## src/logic/hrt_pkg.sv

```systemverilog
package hrt_pkg;

	// ---------------------------------------------------------------
	// Timing constants, counted in oscillator periods
	// ---------------------------------------------------------------
	localparam int unsigned DEBOUNCE_PERIODS = 6;
	localparam int unsigned HOLD_PERIODS     = 73728;
	localparam int          HOLD_W           = 17;
	localparam int          DEB_W            = 3;

	// ---------------------------------------------------------------
	// Reset values
	// ---------------------------------------------------------------
	localparam logic       RELAY_RST = 1'b0;
	localparam logic [2:0] IN_RST    = 3'h0;

	// Debounced control inputs, active high after polarity correction
	typedef struct packed {
		logic sw_on;
		logic sw_off;
		logic toggle;
	} hrt_in_t;

	typedef enum logic {
		HRT_IDLE,
		HRT_HOLD
	} hrt_state_t;

endpackage

```

## src/logic/hrt_timer.sv

```systemverilog
`timescale 1ns/10ps
`default_nettype none

// Operation
// - Debounce six periods, hold 73728 periods
// - Power-on reset leaves relay off
// - Only three inputs start or stop timing
// - Trigger asserts relay, expiry releases it
// - First toggle press asserts after debounce
// - Each toggle press inverts relay state
// - Unpressed toggle holds relay until expiry
// - Switch-on press asserts after debounce
// - Switch-off press releases relay after debounce
// - Switch-on activation releases at expiry
// - One shared debouncer serves all inputs
// - Press and release both debounced
// - Held switch-on does not restart timing
// - No retrigger while relay active
// - High-side variant: high level means pressed
// - Ground variant: low level means pressed
module hrt_timer
	import hrt_pkg::*;
#(
	parameter int unsigned HOLD_CYCLES = HOLD_PERIODS, // Shorten for simulation
	parameter bit          ACTIVE_LOW  = 1'b0          // 1: ground-switched variant
) (
	input  wire logic core_clk,    // Oscillator clock
	input  wire logic rst_n,       // Power-on reset, active low
	input  wire logic sw_on_pin,   // Switch-on pushbutton pin
	input  wire logic sw_off_pin,  // Switch-off pushbutton pin
	input  wire logic toggle_pushbutton, // Toggle pushbutton pin
	output logic      relay_drive  // Relay driver on, active high
);

	// ---------------------------------------------------------------
	// State
	// ---------------------------------------------------------------
	typedef struct packed {
		logic [2:0]        s1;     // Synchroniser stage one
		logic [2:0]        s2;
		logic [2:0]        s3;
		hrt_in_t           cand;   // Level under test
		hrt_in_t           stable; // Accepted level
		logic [DEB_W-1:0]  deb_cnt;
		hrt_state_t        state;
		logic [HOLD_W-1:0] hold_cnt;
		logic              relay;
	} hrt_st_t;

	hrt_st_t q, d;
	logic [2:0] pin_vec;
	hrt_in_t    samp;
	hrt_in_t    rise;

	// Polarity correction for both variants
	// input polarity
	assign pin_vec = ACTIVE_LOW ? ~{sw_on_pin, sw_off_pin, toggle_pushbutton}
	                            :  {sw_on_pin, sw_off_pin, toggle_pushbutton};

	// Agreed sample of stages two and three; stage one feeds only stage two
	assign samp = hrt_in_t'(q.s2 & q.s3 | q.cand & (q.s2 ^ q.s3));

	// ---------------------------------------------------------------
	// Next-state logic
	// ---------------------------------------------------------------
	always_comb begin
		d      = q;
		rise   = '0;
		d.s1   = pin_vec;
		d.s2   = q.s1;
		d.s3   = q.s2;
		if (samp != q.cand) begin
			d.cand    = samp;     // Any change on any input restarts the wait
			d.deb_cnt = '0;
		end else if (q.stable != q.cand) begin
			if (q.deb_cnt == DEB_W'(DEBOUNCE_PERIODS - 1)) begin
				d.stable  = q.cand;
				d.deb_cnt = '0;
				rise      = hrt_in_t'(q.cand & ~q.stable);
			end else begin
				d.deb_cnt = q.deb_cnt + DEB_W'(1);
			end
		end else begin
			d.deb_cnt = '0;
		end

		// Relay control; switch-off takes priority over the others
		// input-driven events and hold expiry
		case (q.state)
			HRT_IDLE: begin
				if (!rise.sw_off && (rise.sw_on || rise.toggle)) begin
					d.state    = HRT_HOLD;
					d.relay    = 1'b1;
					d.hold_cnt = '0;
				end
			end
			HRT_HOLD: begin
				if (rise.sw_off || rise.toggle) begin
					d.state    = HRT_IDLE;
					d.relay    = 1'b0;
					d.hold_cnt = '0;
				end else if (q.hold_cnt == HOLD_W'(HOLD_CYCLES - 1)) begin
					d.state    = HRT_IDLE;
					d.relay    = 1'b0;
					d.hold_cnt = '0;
				end else begin
					d.hold_cnt = q.hold_cnt + HOLD_W'(1);
				end
			end
			default: begin
				d.state = HRT_IDLE;
				d.relay = 1'b0;
			end
		endcase
	end

	// ---------------------------------------------------------------
	// Registers
	// ---------------------------------------------------------------
	// defined state at power-on
	always_ff @(posedge core_clk or negedge rst_n) begin
		if (!rst_n) begin
			q.s1       <= IN_RST;
			q.s2       <= IN_RST;
			q.s3       <= IN_RST;
			q.cand     <= '0;
			q.stable   <= '0;
			q.deb_cnt  <= '0;
			q.state    <= HRT_IDLE;
			q.hold_cnt <= '0;
			q.relay    <= RELAY_RST;
		end else begin
			q <= d;
		end
	end

	// Output taken straight from its flop: no decode glitch reaches the
	// relay driver, at the cost of one edge of latency
	assign relay_drive = q.relay;
endmodule

`default_nettype wire

```

## config.mk

```make
export PLATFORM = sky130hd
export DESIGN_NAME = hrt_timer
export DESIGN_NICKNAME = d
export VERILOG_FILES = /design/src/logic/hrt_pkg.sv /design/src/logic/hrt_timer.sv
export SDC_FILE = /design/constraint.sdc
export NUM_CORES = 1
export LEC_CHECK = 0
export ABC_AREA = 1
export BUFFER_PORTS_ARGS = -buffer_cell sky130_fd_sc_hd__buf_2
export CAP_MARGIN = 10
export CORE_UTILIZATION = 66
export CTS_BUF_LIST = sky130_fd_sc_hd__clkbuf_4 sky130_fd_sc_hd__clkbuf_8 sky130_fd_sc_hd__clkbuf_16
export DETAILED_ROUTE_END_ITERATION = 16
export PLACE_DENSITY = 0.8
export SETUP_SLACK_MARGIN = 0.3
export SYNTH_ARGS = -nofsm -noshare
export SYNTH_HDL_FRONTEND = slang
export SYNTH_SLANG_ARGS = --single-unit
```

## constraint.sdc

```tcl
create_clock -name core_clk -period 4.4 [get_ports core_clk]
set_clock_uncertainty 0.2 [all_clocks]
set_input_delay 0.44 -clock core_clk [delete_from_list [all_inputs] [get_ports core_clk]]
set_output_delay 0.44 -clock core_clk [all_outputs]
set_load 0.02 [all_outputs]
```

==> results of run 1 <==
[power by group through the flow]
stage / sequential, mW / clock (mW) / combinational (mW)
5_1_grt: 0.376 / 0.256 / 0.0679
4_1_cts: 0.374 / 0.248 / 0.0583
3_5_place_dp: 0.380 / 0 / 0.0540
2_1_floorplan: 0.376 / 0 / 0.0391
3_3_place_gp: 0.380 / 0 / 0.0521
6_report: 0.374 / 0.244 / 0.0575
[cell usage in the layout, fill, tap and decap left out]
cell / instances
sky130_fd_sc_hd__a21oi_1: 2
sky130_fd_sc_hd__nor2_2: 4
sky130_fd_sc_hd__nand2_2: 2
sky130_fd_sc_hd__nor3_2: 1
sky130_fd_sc_hd__a211oi_1: 1
sky130_fd_sc_hd__nand4_1: 20
sky130_fd_sc_hd__buf_2: 5
sky130_fd_sc_hd__o21ai_0: 10
sky130_fd_sc_hd__bufinv_16: 1
sky130_fd_sc_hd__nor2_1: 23
sky130_fd_sc_hd__nand2_1: 78
sky130_fd_sc_hd__xor2_1: 5
sky130_fd_sc_hd__clkinv_4: 1
sky130_fd_sc_hd__and3_1: 1
sky130_fd_sc_hd__nand3b_4: 1
sky130_fd_sc_hd__inv_2: 1
sky130_fd_sc_hd__dlygate4sd3_1: 4
sky130_fd_sc_hd__o21bai_1: 2
sky130_fd_sc_hd__inv_1: 33
sky130_fd_sc_hd__clkbuf_4: 6
sky130_fd_sc_hd__or2_2: 2
sky130_fd_sc_hd__nand3_2: 2
sky130_fd_sc_hd__nor2_4: 1
sky130_fd_sc_hd__nand3_1: 17
sky130_fd_sc_hd__ha_1: 7
sky130_fd_sc_hd__nand3b_1: 1
sky130_fd_sc_hd__dfrtp_1: 37
[kinds of logic (layout without fill, tap and decap cells)]
group / count (synthesis) / in the layout / share of synthesized area (%)
adders and majority gates: 7 / 7 / 4.35
buffers and inverters: 38 / 51 / 7.84
and+or+nand+nor: 153 / 153 / 35.5
DFF: 37 / 37 / 46.0
xor gates and xnor gates: 5 / 5 / 2.18
AOI/OAI and AO/OA: 15 / 15 / 4.10
[worst max-delay path, cell delays in order (launching register included)]
cell and delay [ns]:
sky130_fd_sc_hd__dfrtp_1 0.45, sky130_fd_sc_hd__ha_1 0.29, sky130_fd_sc_hd__nand3_1 0.07, sky130_fd_sc_hd__nand2_1 0.07, sky130_fd_sc_hd__nor2_2 0.16, sky130_fd_sc_hd__nand3_2 0.34
sky130_fd_sc_hd__nand2_1 0.20, sky130_fd_sc_hd__nand2_1 0.07, sky130_fd_sc_hd__nand2_1 0.09, sky130_fd_sc_hd__inv_1 0.04
[layout make-up]
cell class	instances	area, um^2
multi-input cells	180	928
well taps	31	38.8
repair buffers	9	65.1
clock buffers	6	45.0
fillers	195	659
flip-flops and latches	37	926
clock inverters	2	38.8
inverters	34	128
[registers in the layout (all words and copies together), names as in the netlist]
register / flops
d: 6
relay_drive: 1
q: 30
[layer usage]
layer / global-route usage (%) / up-vias
li1: - / 848
met1: 40.1 / 770
met2: 40.3 / 51
met3: 7.26 / 7
met4: 10.8 / 0
met5: 0 / -
[what timing repair did]
item,CTS,global route
hold endpoints to repair,40,0
setup buffers,0,0
resized for setup,0,0
hold buffers,4,0
[worst max path at each step]
stage	to	slack [ns]	depth (start not counted)
after floorplan	q[15]	2.70	11
after global routing	relay_drive	2.10	10
final	relay_drive	2.32	9
after detailed placement	relay_drive	2.33	10
after global placement	relay_drive	2.44	9
after CTS	relay_drive	2.32	9
==> run summary, run 1 <==
===============================================================================================
Depth of the worst hold-timing path                                                           0
First-iteration detailed-routing DRC count                                                  123
Post-layout utilization of the core                                                       76.7%
Final-report max-slew violation count                                                         0
Placement row count                                                                          19
First-pass iteration count of the detailed router                                            10
Top post-synthesis cells by area                                                   sky130_fd_sc_hd__dfrtp_1 46%, sky130_fd_sc_hd__nand2_1 15%, sky130_fd_sc_hd__nand4_1 6.2%
Violations in the final reports                                                             DRC
Highest clock frequency the design can meet                                             481 MHz
Die Footprint                                                                      0.00327 mm^2
Post-layout net count                                                                       279
Part of the power in registers                                                            55.4%
Die X                                                                                   57.2 um
Most used DFF post-synth                                                           sky130_fd_sc_hd__dfrtp_1
Measured slew at the worst slew-check pin                                              0.805 ns
Mapped Cells                                                                                255
Top-level I/O count                                                                           6
Worst R2R Setup Slack                                                                   2.32 ns
Switching portion of total power                                                          25.5%
Fraction of synthesis flops using an asynchronous set or reset pin                         100%
Reg-to-Reg Start                                                                          q[27]
Gpl congestion                                                                            0.851
Met1 WL                                                                                 1910 um
Vias per cell                                                                              5.61
Worst path arrival time                                                                 2.13 ns
Critical Path Fanout Max                                                                     18
Max H-tree Level                                                                              2
Synth unique cells                                                                           25
RSZ-0062 raised after global routing                                                      false
Post-layout min period                                                                  2.08 ns
Number of instances in the placed design                                                    287
Worst setup slack after layout                                                          2.32 ns
Cell Pwr Density                                                                    311 mW/mm^2
Worst slack, placed                                                                     2.33 ns
TritonCTS clock tree                                                                        yes
Leak                                                                                    1.10 nW
Post-detailed-placement half-perimeter wirelength                                       2600 um
EDFF count, synth                                                                             0
Clock input transition at the sequential cells of the worst setup and hold paths        0.11 ns
Final hold violation count                                                                    0
Number of sinks driven by the clock tree                                                     37
Yosys synthesis warning count                                                                 0
Setup TNS Final                                                                            0 ns
Antenna violations before repair                                                              0
Overall power after layout                                                             0.675 mW
Clk network pwr share                                                                     36.1%
Final global-route overflow total                                                             0
Starting density of the core                                                              71.1%
Pin count of the biggest net entering global routing                                         38
Most frequently used cell type in the post-synthesis netlist                       sky130_fd_sc_hd__nand2_1
Result of the run                                                                  complete, but fails checks
Synth area leader                                                                  sky130_fd_sc_hd__dfrtp_1
Clock insertion delay at the later pin of the skew report                               0.36 ns
Post-synth design cell area                                                        0.00201 mm^2
Remaining antenna violation count after routing                                               0
Fraction of layout cells with a size suffix above 1                                       10.1%
Number of global-route vias before repair                                                 1,545
Worst hold-check path type                                                         register to register
Wirelength per Cell                                                                     12.9 um
Root buffer cell                                                                   sky130_fd_sc_hd__clkbuf_4
Endpoint of the worst register-to-register path                                     relay_drive
Cells on worst reg2reg path                                                                   9
Element type at the critical path start                                                register
Area Growth Syn to Fin                                                                    7.84%
Synthesized area per cell                                                             7.89 um^2
Sequential cell area fraction in the yosys report                                         46.0%
Final non-filler cell area                                                         0.00217 mm^2
Total routing resource utilization after global routing                                   27.7%
Maximum VDD drop                                                                     0.000302 V
Worst setup path category                                                          register to register
FF+latch count, synth                                                                        37
Standard cell core area                                                            0.00283 mm^2
Routed wl met3                                                                           207 um
Internal power contribution                                                            0.503 mW
Number of maximum-capacitance violations                                                      0
Post-route clock period utilization                                                       47.2%
NetSw                                                                                  0.172 mW
Area share of the largest cell type after synthesis                                       46.0%
Syn_nets                                                                                    267
Number of failing setup endpoints in the final timing report                                  0
Post-synth top cells                                                               78 x sky130_fd_sc_hd__nand2_1, 37 x sky130_fd_sc_hd__dfrtp_1, 33 x sky130_fd_sc_hd__inv_1, 23 x sky130_fd_sc_hd__nor2_1, 20 x sky130_fd_sc_hd__nand4_1
Highest metal layer used by the detailed router                                            met4
# port buffers                                                                                5
Total Wirelength                                                                        3870 um
Inserted Diodes                                                                               0
Critical hold path startpoint                                                             d[32]
Remaining design rule violation count                                                         2
Worst endpoint required time                                                            4.45 ns
Number of clock buffers inserted by TritonCTS                                                 5
Vertical extent of the die                                                              57.2 um
Critical path startpoint                                                                  q[27]
Vias after detailed routing                                                               1,676
Hold Path Sink                                                                            d[29]
Endpoint kind of the worst setup timing path                                           register
Relative max-transition margin                                                            46.3%
Final Instance Count excl. Fillers                                                          299
Maximum buffer depth of the clock tree                                                        2
Met2 WL post-DR                                                                         1680 um
Part of the power in combinational logic                                                   8.5%
Global-route wire length before repair                                                  6790 um
Instance area after placement                                                      0.00205 mm^2
Minimum hold slack                                                                     0.159 ns
===============================================================================================
Power figures use the tool's default switching activity.
==> inputs of run 2 (changes only) <==
Settings changed: CORE_UTILIZATION 66 to 55, PLACE_DENSITY 0.8 to 0.71.
Clock period 4.4 ns to 1.75 ns, I/O delays scaled along.
==> run 2 against run 1 <==
Largest power group unchanged. Highest routed layer unchanged. The flow finishes with violations (setup timing). Clock power rose to 2.5 times the previous value. Worst setup slack worse by 2.4 ns. Combinational power rose to 5.2 times the previous value.
==> run summary, run 2 (same netlist as run 1, synthesis figures left out) <==
===============================================================================================
Cell Pwr Density                                                                    724 mW/mm^2   +130%
Worst path arrival time                                                                 1.84 ns   -0.29 ns
Cells on worst reg2reg path                                                                   9   unchanged
Endpoint kind of the worst setup timing path                                           register
Root buffer cell                                                                   sky130_fd_sc_hd__clkbuf_4
Critical Path Fanout Max                                                                      7   -11
Antenna violations before repair                                                              0   unchanged
Final Instance Count excl. Fillers                                                          337   +13%
Number of global-route vias before repair                                                 1,654   +7.1%
Measured slew at the worst slew-check pin                                              0.460 ns   -0.346 ns
# port buffers                                                                                5   unchanged
Total Wirelength                                                                        4470 um   +16%
Worst setup path category                                                          register to register
Wirelength per Cell                                                                     13.3 um   +2.7%
Vias after detailed routing                                                               1,773   +5.8%
First-iteration detailed-routing DRC count                                                   69   -44%
Number of maximum-capacitance violations                                                      0   unchanged
Maximum VDD drop                                                                     0.000584 V   +93%
First-pass iteration count of the detailed router                                             5   -5
TritonCTS clock tree                                                                        yes
Violations in the final reports                                                    setup timing
Element type at the critical path start                                                register
Post-layout net count                                                                       302   +8.2%
Instance area after placement                                                      0.00223 mm^2   +8.9%
Gpl congestion                                                                            0.850   -0.12%
Flip-flop count of the largest register, all copies and words added                          30   unchanged
Final non-filler cell area                                                         0.00254 mm^2   +17%
Remaining design rule violation count                                                         0   -2
Post-layout min period                                                                  1.80 ns   -0.283 ns
Reg-to-Reg Start                                                                          d[28]
Top-level I/O count                                                                           6   unchanged
Fraction of layout cells with a size suffix above 1                                       25.4%   +15 points
Remaining antenna violation count after routing                                               0   unchanged
Relative max-transition margin                                                            69.4%   +23 points
Standard cell core area                                                            0.00342 mm^2   +21%
Worst endpoint required time                                                            1.79 ns   -2.66 ns
Placement row count                                                                          21   +2
Footprint of the flip-flops and latches                                                926 um^2   unchanged
Die Footprint                                                                      0.00390 mm^2   +19%
Final global-route overflow total                                                             0   unchanged
Number of clock buffers inserted by TritonCTS                                                 5   unchanged
Clock insertion delay at the later pin of the skew report                               0.35 ns   about the same
Highest clock frequency the design can meet                                             557 MHz   +16%
Vias per cell                                                                              5.26   -6.1%
Number of failing setup endpoints in the final timing report                                 18   +18
Max H-tree Level                                                                              2   unchanged
Top library cells by usage in the layout, fill and taps aside                      73 x sky130_fd_sc_hd__nand2_1, 37 x sky130_fd_sc_hd__dfrtp_1, 29 x sky130_fd_sc_hd__inv_1, 22 x sky130_fd_sc_hd__nor2_1, 20 x sky130_fd_sc_hd__nand4_1
Total routing resource utilization after global routing                                   23.7%   -4.0 points
Worst hold-check path type                                                         register to register
Most common library cell in the layout ignoring fill and taps                      sky130_fd_sc_hd__nand2_1
Global-route wire length before repair                                                  7200 um   +6.0%
Number of instances in the placed design                                                    320   +11%
Final-report max-slew violation count                                                         0   unchanged
Filler Cells Inserted                                                                       240   +23%
Worst setup slack after layout                                                       -0.0455 ns   -2.37 ns
Clock input transition at the sequential cells of the worst setup and hold paths        0.11 ns   about the same
Vertical extent of the die                                                              62.5 um   +9.2%
Endpoint of the worst register-to-register path                                            q[1]
Multi-input logic area                                                             0.00107 mm^2   +16%
Maximum buffer depth of the clock tree                                                        2   unchanged
Critical hold path startpoint                                                             d[33]
Minimum hold slack                                                                     0.162 ns   +0.00305 ns
RSZ-0062 raised after global routing                                                       true
Starting density of the core                                                              58.9%   -12 points
Area Growth Syn to Fin                                                                    26.1%
Hold Path Sink                                                                            d[30]
Inserted Diodes                                                                               0   unchanged
Number of sinks driven by the clock tree                                                     37   unchanged
Depth of the worst hold-timing path                                                           0   unchanged
Pin count of the biggest net entering global routing                                         38   unchanged
Worst R2R Setup Slack                                                                  -0.05 ns   -2.37 ns
Die X                                                                                   62.5 um   +9.2%
Post-detailed-placement half-perimeter wirelength                                       2830 um   +8.9%
Post-route clock period utilization                                                        103%   +55 points
Final hold violation count                                                                    0   unchanged
Leak                                                                                    1.25 nW   +14%
Result of the run                                                                  complete, but fails checks
Largest reg by FF count                                                                       q
===============================================================================================
run 2: cell types whose count changed in the layout (fill, tap and decap cells not counted), moves of 3 or more:
cell                      before  now
sky130_fd_sc_hd__buf_4         0   17
sky130_fd_sc_hd__buf_6         0    6
sky130_fd_sc_hd__ha_1          7    3
sky130_fd_sc_hd__ha_4          0    4
sky130_fd_sc_hd__inv_1        33   29
sky130_fd_sc_hd__inv_2         1    4
sky130_fd_sc_hd__nand2_1      78   73
sky130_fd_sc_hd__nand2_2       2    5
sky130_fd_sc_hd__nand3_1      17   10
sky130_fd_sc_hd__nand3_2       2    8
sky130_fd_sc_hd__nor2_4        1    4
sky130_fd_sc_hd__o21ai_0      10    3
sky130_fd_sc_hd__o21ai_1       0    5
run 2: power breakdown:
part	internal (mW)	switching, mW	total (mW)	leakage, nW
Sequential	0.895	0.0274	0.922	0.489
Clock	0.320	0.296	0.616	0.0459
Combinational	0.134	0.164	0.298	0.715
Total	1.35	0.488	1.84	1.25
run 2: how the worst max path moves through the flow:
stage	start	endpoint	slack [ns]	cells past startpoint
after floorplan	d[28]	q[15]	0.05	11
after global placement	d[28]	q[12]	-0.02	10
after detailed placement	d[28]	q[12]	-0.08	9
after CTS	d[30]	q[12]	-0.03	9
after global routing	d[28]	relay_drive	-0.16	10
final	d[28]	q[1]	-0.05	9
run 2: layout make-up:
class | count | share of cell area, %
multi-input combinational | 180 | 42.3
inverter | 34 | 5.33
timing repair buffer | 32 | 10.3
clock buffer | 6 | 1.78
tap | 46 | 2.27
sequential | 37 | 36.5
clock inverter | 2 | 1.53
run 2: critical path, cell delays in order (launching register included):
cell and delay [ns]:
sky130_fd_sc_hd__dfrtp_1 0.40, sky130_fd_sc_hd__ha_1 0.30, sky130_fd_sc_hd__inv_2 0.04, sky130_fd_sc_hd__nand3_2 0.06, sky130_fd_sc_hd__nand2_2 0.07, sky130_fd_sc_hd__nor2_4 0.18
sky130_fd_sc_hd__nand3_4 0.15, sky130_fd_sc_hd__buf_6 0.17, sky130_fd_sc_hd__nand4_1 0.06, sky130_fd_sc_hd__nand2_1 0.06
run 2: timing repair:
action / in CTS / in global routing
gates resized for setup: 14 / 23
pin swaps: 5 / 19
hold buffers: 4 / 0
setup buffers: 3 / 2
endpoints found under the hold margin: 40 / 0
setup endpoints to repair: 25 / 25
run 2: metrics by stage:
stage               power, mW  TNS, ns  setup slack [ns]  utilization [%]
floorplan                1.06        0            0.0518                -
global placement         1.15   -0.175           -0.0218             65.2
detailed placement       1.16   -0.793           -0.0756             65.2
CTS                      1.80   -0.282           -0.0329             71.1
global route             1.91    -2.75            -0.160             74.2
finish                   1.84   -0.566           -0.0455             74.2
run 2: per-layer routing:
layer  track usage (%)  wire, um  up-vias
met1              31.5      2030      823
met5                 0         0        -
li1                  -         -      904
met3              6.02       197        9
met4              11.0        84        0
met2              36.4      2160       37
==> inputs of run 3 (changes only) <==
Settings changed: PLACE_DENSITY 0.71 to 0.75.
==> run 3 against run 2 <==
The flow still finishes with violations (setup timing). Worst setup slack got worse by 0.12 ns. Final area up 2.3%. Critical path type unchanged. Sequential power is 0.4% lower. Critical endpoint is now q[15]. Largest cell class unchanged.
==> run summary, run 3 (same netlist as run 1, synthesis figures left out) <==
===============================================================================================
Number of instances in the placed design                                                    321   +0.31%
Clock insertion delay at the later pin of the skew report                               0.36 ns   about the same
Vias after detailed routing                                                               1,834   +3.4%
Worst slack, placed                                                                  -0.0823 ns   -0.00667 ns
Cell Pwr Density                                                                    726 mW/mm^2   +0.30%
Critical Path Fanout Max                                                                      8   +1
Top-level I/O count                                                                           6   unchanged
Final non-filler cell area                                                         0.00259 mm^2   +2.3%
Final-report max-slew violation count                                                         0   unchanged
Final Instance Count excl. Fillers                                                          345   +2.4%
Reg-to-Reg Start                                                                          q[22]
Largest reg by FF count                                                                       q
Standard cell core area                                                            0.00342 mm^2   unchanged
Worst setup slack after layout                                                        -0.163 ns   -0.118 ns
Number of clock buffers inserted by TritonCTS                                                 5   unchanged
Remaining design rule violation count                                                         0   unchanged
Maximum VDD drop                                                                     0.000654 V   +12%
Total Wirelength                                                                        4820 um   +7.8%
Vertical extent of the die                                                              62.5 um   unchanged
Fraction of layout cells with a size suffix above 1                                       24.4%   -1.0 points
Most common library cell in the layout ignoring fill and taps                      sky130_fd_sc_hd__nand2_1
Wirelength per Cell                                                                     14.0 um   +5.3%
Starting density of the core                                                              58.9%   unchanged
Worst path arrival time                                                                 1.97 ns   +0.13 ns
Measured slew at the worst slew-check pin                                              0.461 ns   +0.00150 ns
Instance area after placement                                                      0.00225 mm^2   +0.90%
Post-layout min period                                                                  1.91 ns   +0.118 ns
Critical path startpoint                                                                  q[22]
# port buffers                                                                                5   unchanged
First-pass iteration count of the detailed router                                             4   -1
Worst endpoint required time                                                            1.81 ns   +0.02 ns
Die Footprint                                                                      0.00390 mm^2   unchanged
TritonCTS clock tree                                                                        yes
Worst hold-check path type                                                         register to register
Number of maximum-capacitance violations                                                      0   unchanged
Violations in the final reports                                                    setup timing
Number of global-route vias before repair                                                 1,777   +7.4%
Post-layout net count                                                                       310   +2.6%
Final global-route overflow total                                                             0   unchanged
Global-route wire length before repair                                                  8000 um   +11%
Pin count of the biggest net entering global routing                                         38   unchanged
Total routing resource utilization after global routing                                   26.8%   +3.1 points
Root buffer cell                                                                   sky130_fd_sc_hd__clkbuf_4
Antenna violations before repair                                                              0   unchanged
Number of failing setup endpoints in the final timing report                                 25   +7
Worst R2R Setup Slack                                                                  -0.16 ns   -0.12 ns
Critical hold path startpoint                                                             d[31]
Post-detailed-placement half-perimeter wirelength                                       2960 um   +4.8%
Filler Cells Inserted                                                                       230   -4.2%
Element type at the critical path start                                                register
Relative max-transition margin                                                            69.3%   -0.10 points
RSZ-0062 raised after global routing                                                       true
Result of the run                                                                  complete, but fails checks
Max H-tree Level                                                                              2   unchanged
Area Growth Syn to Fin                                                                    29.0%
Remaining antenna violation count after routing                                               0   unchanged
Leak                                                                                    1.30 nW   +4.0%
Clock input transition at the sequential cells of the worst setup and hold paths        0.12 ns   about the same
Post-route clock period utilization                                                        109%   +6.7 points
Final hold violation count                                                                    0   unchanged
Placement row count                                                                          21   unchanged
Gpl congestion                                                                            0.865   +1.8%
Endpoint kind of the worst setup timing path                                           register
Die X                                                                                   62.5 um   unchanged
Worst setup path category                                                          register to register
Flip-flop count of the largest register, all copies and words added                          30   unchanged
Highest clock frequency the design can meet                                             523 MHz   -6.1%
Number of sinks driven by the clock tree                                                     37   unchanged
Maximum buffer depth of the clock tree                                                        2   unchanged
Top library cells by usage in the layout, fill and taps aside                      73 x sky130_fd_sc_hd__nand2_1, 37 x sky130_fd_sc_hd__dfrtp_1, 32 x sky130_fd_sc_hd__inv_1, 22 x sky130_fd_sc_hd__nor2_1
Vias per cell                                                                              5.32   +1.0%
First-iteration detailed-routing DRC count                                                  125   +81%
Inserted Diodes                                                                               0   unchanged
===============================================================================================
run 3: cell count changes in the layout (fill, tap and decap cells not counted), moves of 3 or more:
cell / before / now
sky130_fd_sc_hd__inv_2: 4 / 1
sky130_fd_sc_hd__inv_1: 29 / 32
sky130_fd_sc_hd__ha_1: 3 / 6
sky130_fd_sc_hd__buf_4: 17 / 20
sky130_fd_sc_hd__ha_4: 4 / 1
sky130_fd_sc_hd__buf_6: 6 / 9
run 3: worst paths after layout:
check | end | cells past startpoint
min | d[28] | 0
max | q[15] | 9
max in group asynchronous | q[8] | 3
min reg2reg | d[28] | 0
min in group asynchronous | q[23] | 3
max reg2reg | q[15] | 9
run 3: timing repair:
item / in CTS / in global routing
setup endpoints to repair: 25 / 26
endpoints found under the hold margin: 40 / 0
resized for setup: 17 / 12
cloned: 0 / 1
hold buffers: 4 / 0
pin swaps: 4 / 21
setup buffers: 10 / 1
run 3: routing by layer:
layer  track usage, %  wire [um]  up-vias
met5                0          0        -
met4             12.2        101        0
met3             8.76        261       10
met2             42.3       2320       53
met1             33.5       2140      860
li1                 -          -      911
run 3: layout make-up:
cell class              count  area [um^2]  share of cell area, %
inverters                  34          130                   5.01
repair buffers             40          362                   13.9
clock buffers               6         45.0                   1.74
multi-input cells         180         1040                   39.9
well taps                  46         57.6                   2.22
clock inverters             2         38.8                   1.49
flip-flops and latches     37          926                   35.7
run 3: worst max-delay path, cell delays in order, from the launching register on:
cell	delay (ns)
sky130_fd_sc_hd__dfrtp_1	0.35
sky130_fd_sc_hd__inv_1	0.05
sky130_fd_sc_hd__ha_1	0.31
sky130_fd_sc_hd__nand3_1	0.11
sky130_fd_sc_hd__nand2_1	0.11
sky130_fd_sc_hd__nor2_4	0.15
sky130_fd_sc_hd__nand3_4	0.18
sky130_fd_sc_hd__clkbuf_16	0.21
sky130_fd_sc_hd__nand4_1	0.08
sky130_fd_sc_hd__nand2_1	0.06
run 3: metrics by stage:
step,power [mW],setup TNS (ns),hold slack (ns),util [%]
6_report,1.89,-2.49,0.165,76.0
3_5_place_dp,1.17,-1.05,0.0442,65.8
3_3_place_gp,1.16,-0.234,0.0403,65.8
4_1_cts,1.84,-0.469,0.168,73.3
2_1_floorplan,1.06,0,-0.321,-
5_1_grt,1.99,-5.31,0.174,76.0
run 3: report_power, final:
part | total, mW | internal, mW | switching, mW
Combinational | 0.346 | 0.159 | 0.187
Sequential | 0.918 | 0.895 | 0.0227
Clock | 0.621 | 0.319 | 0.302
Total | 1.89 | 1.37 | 0.512
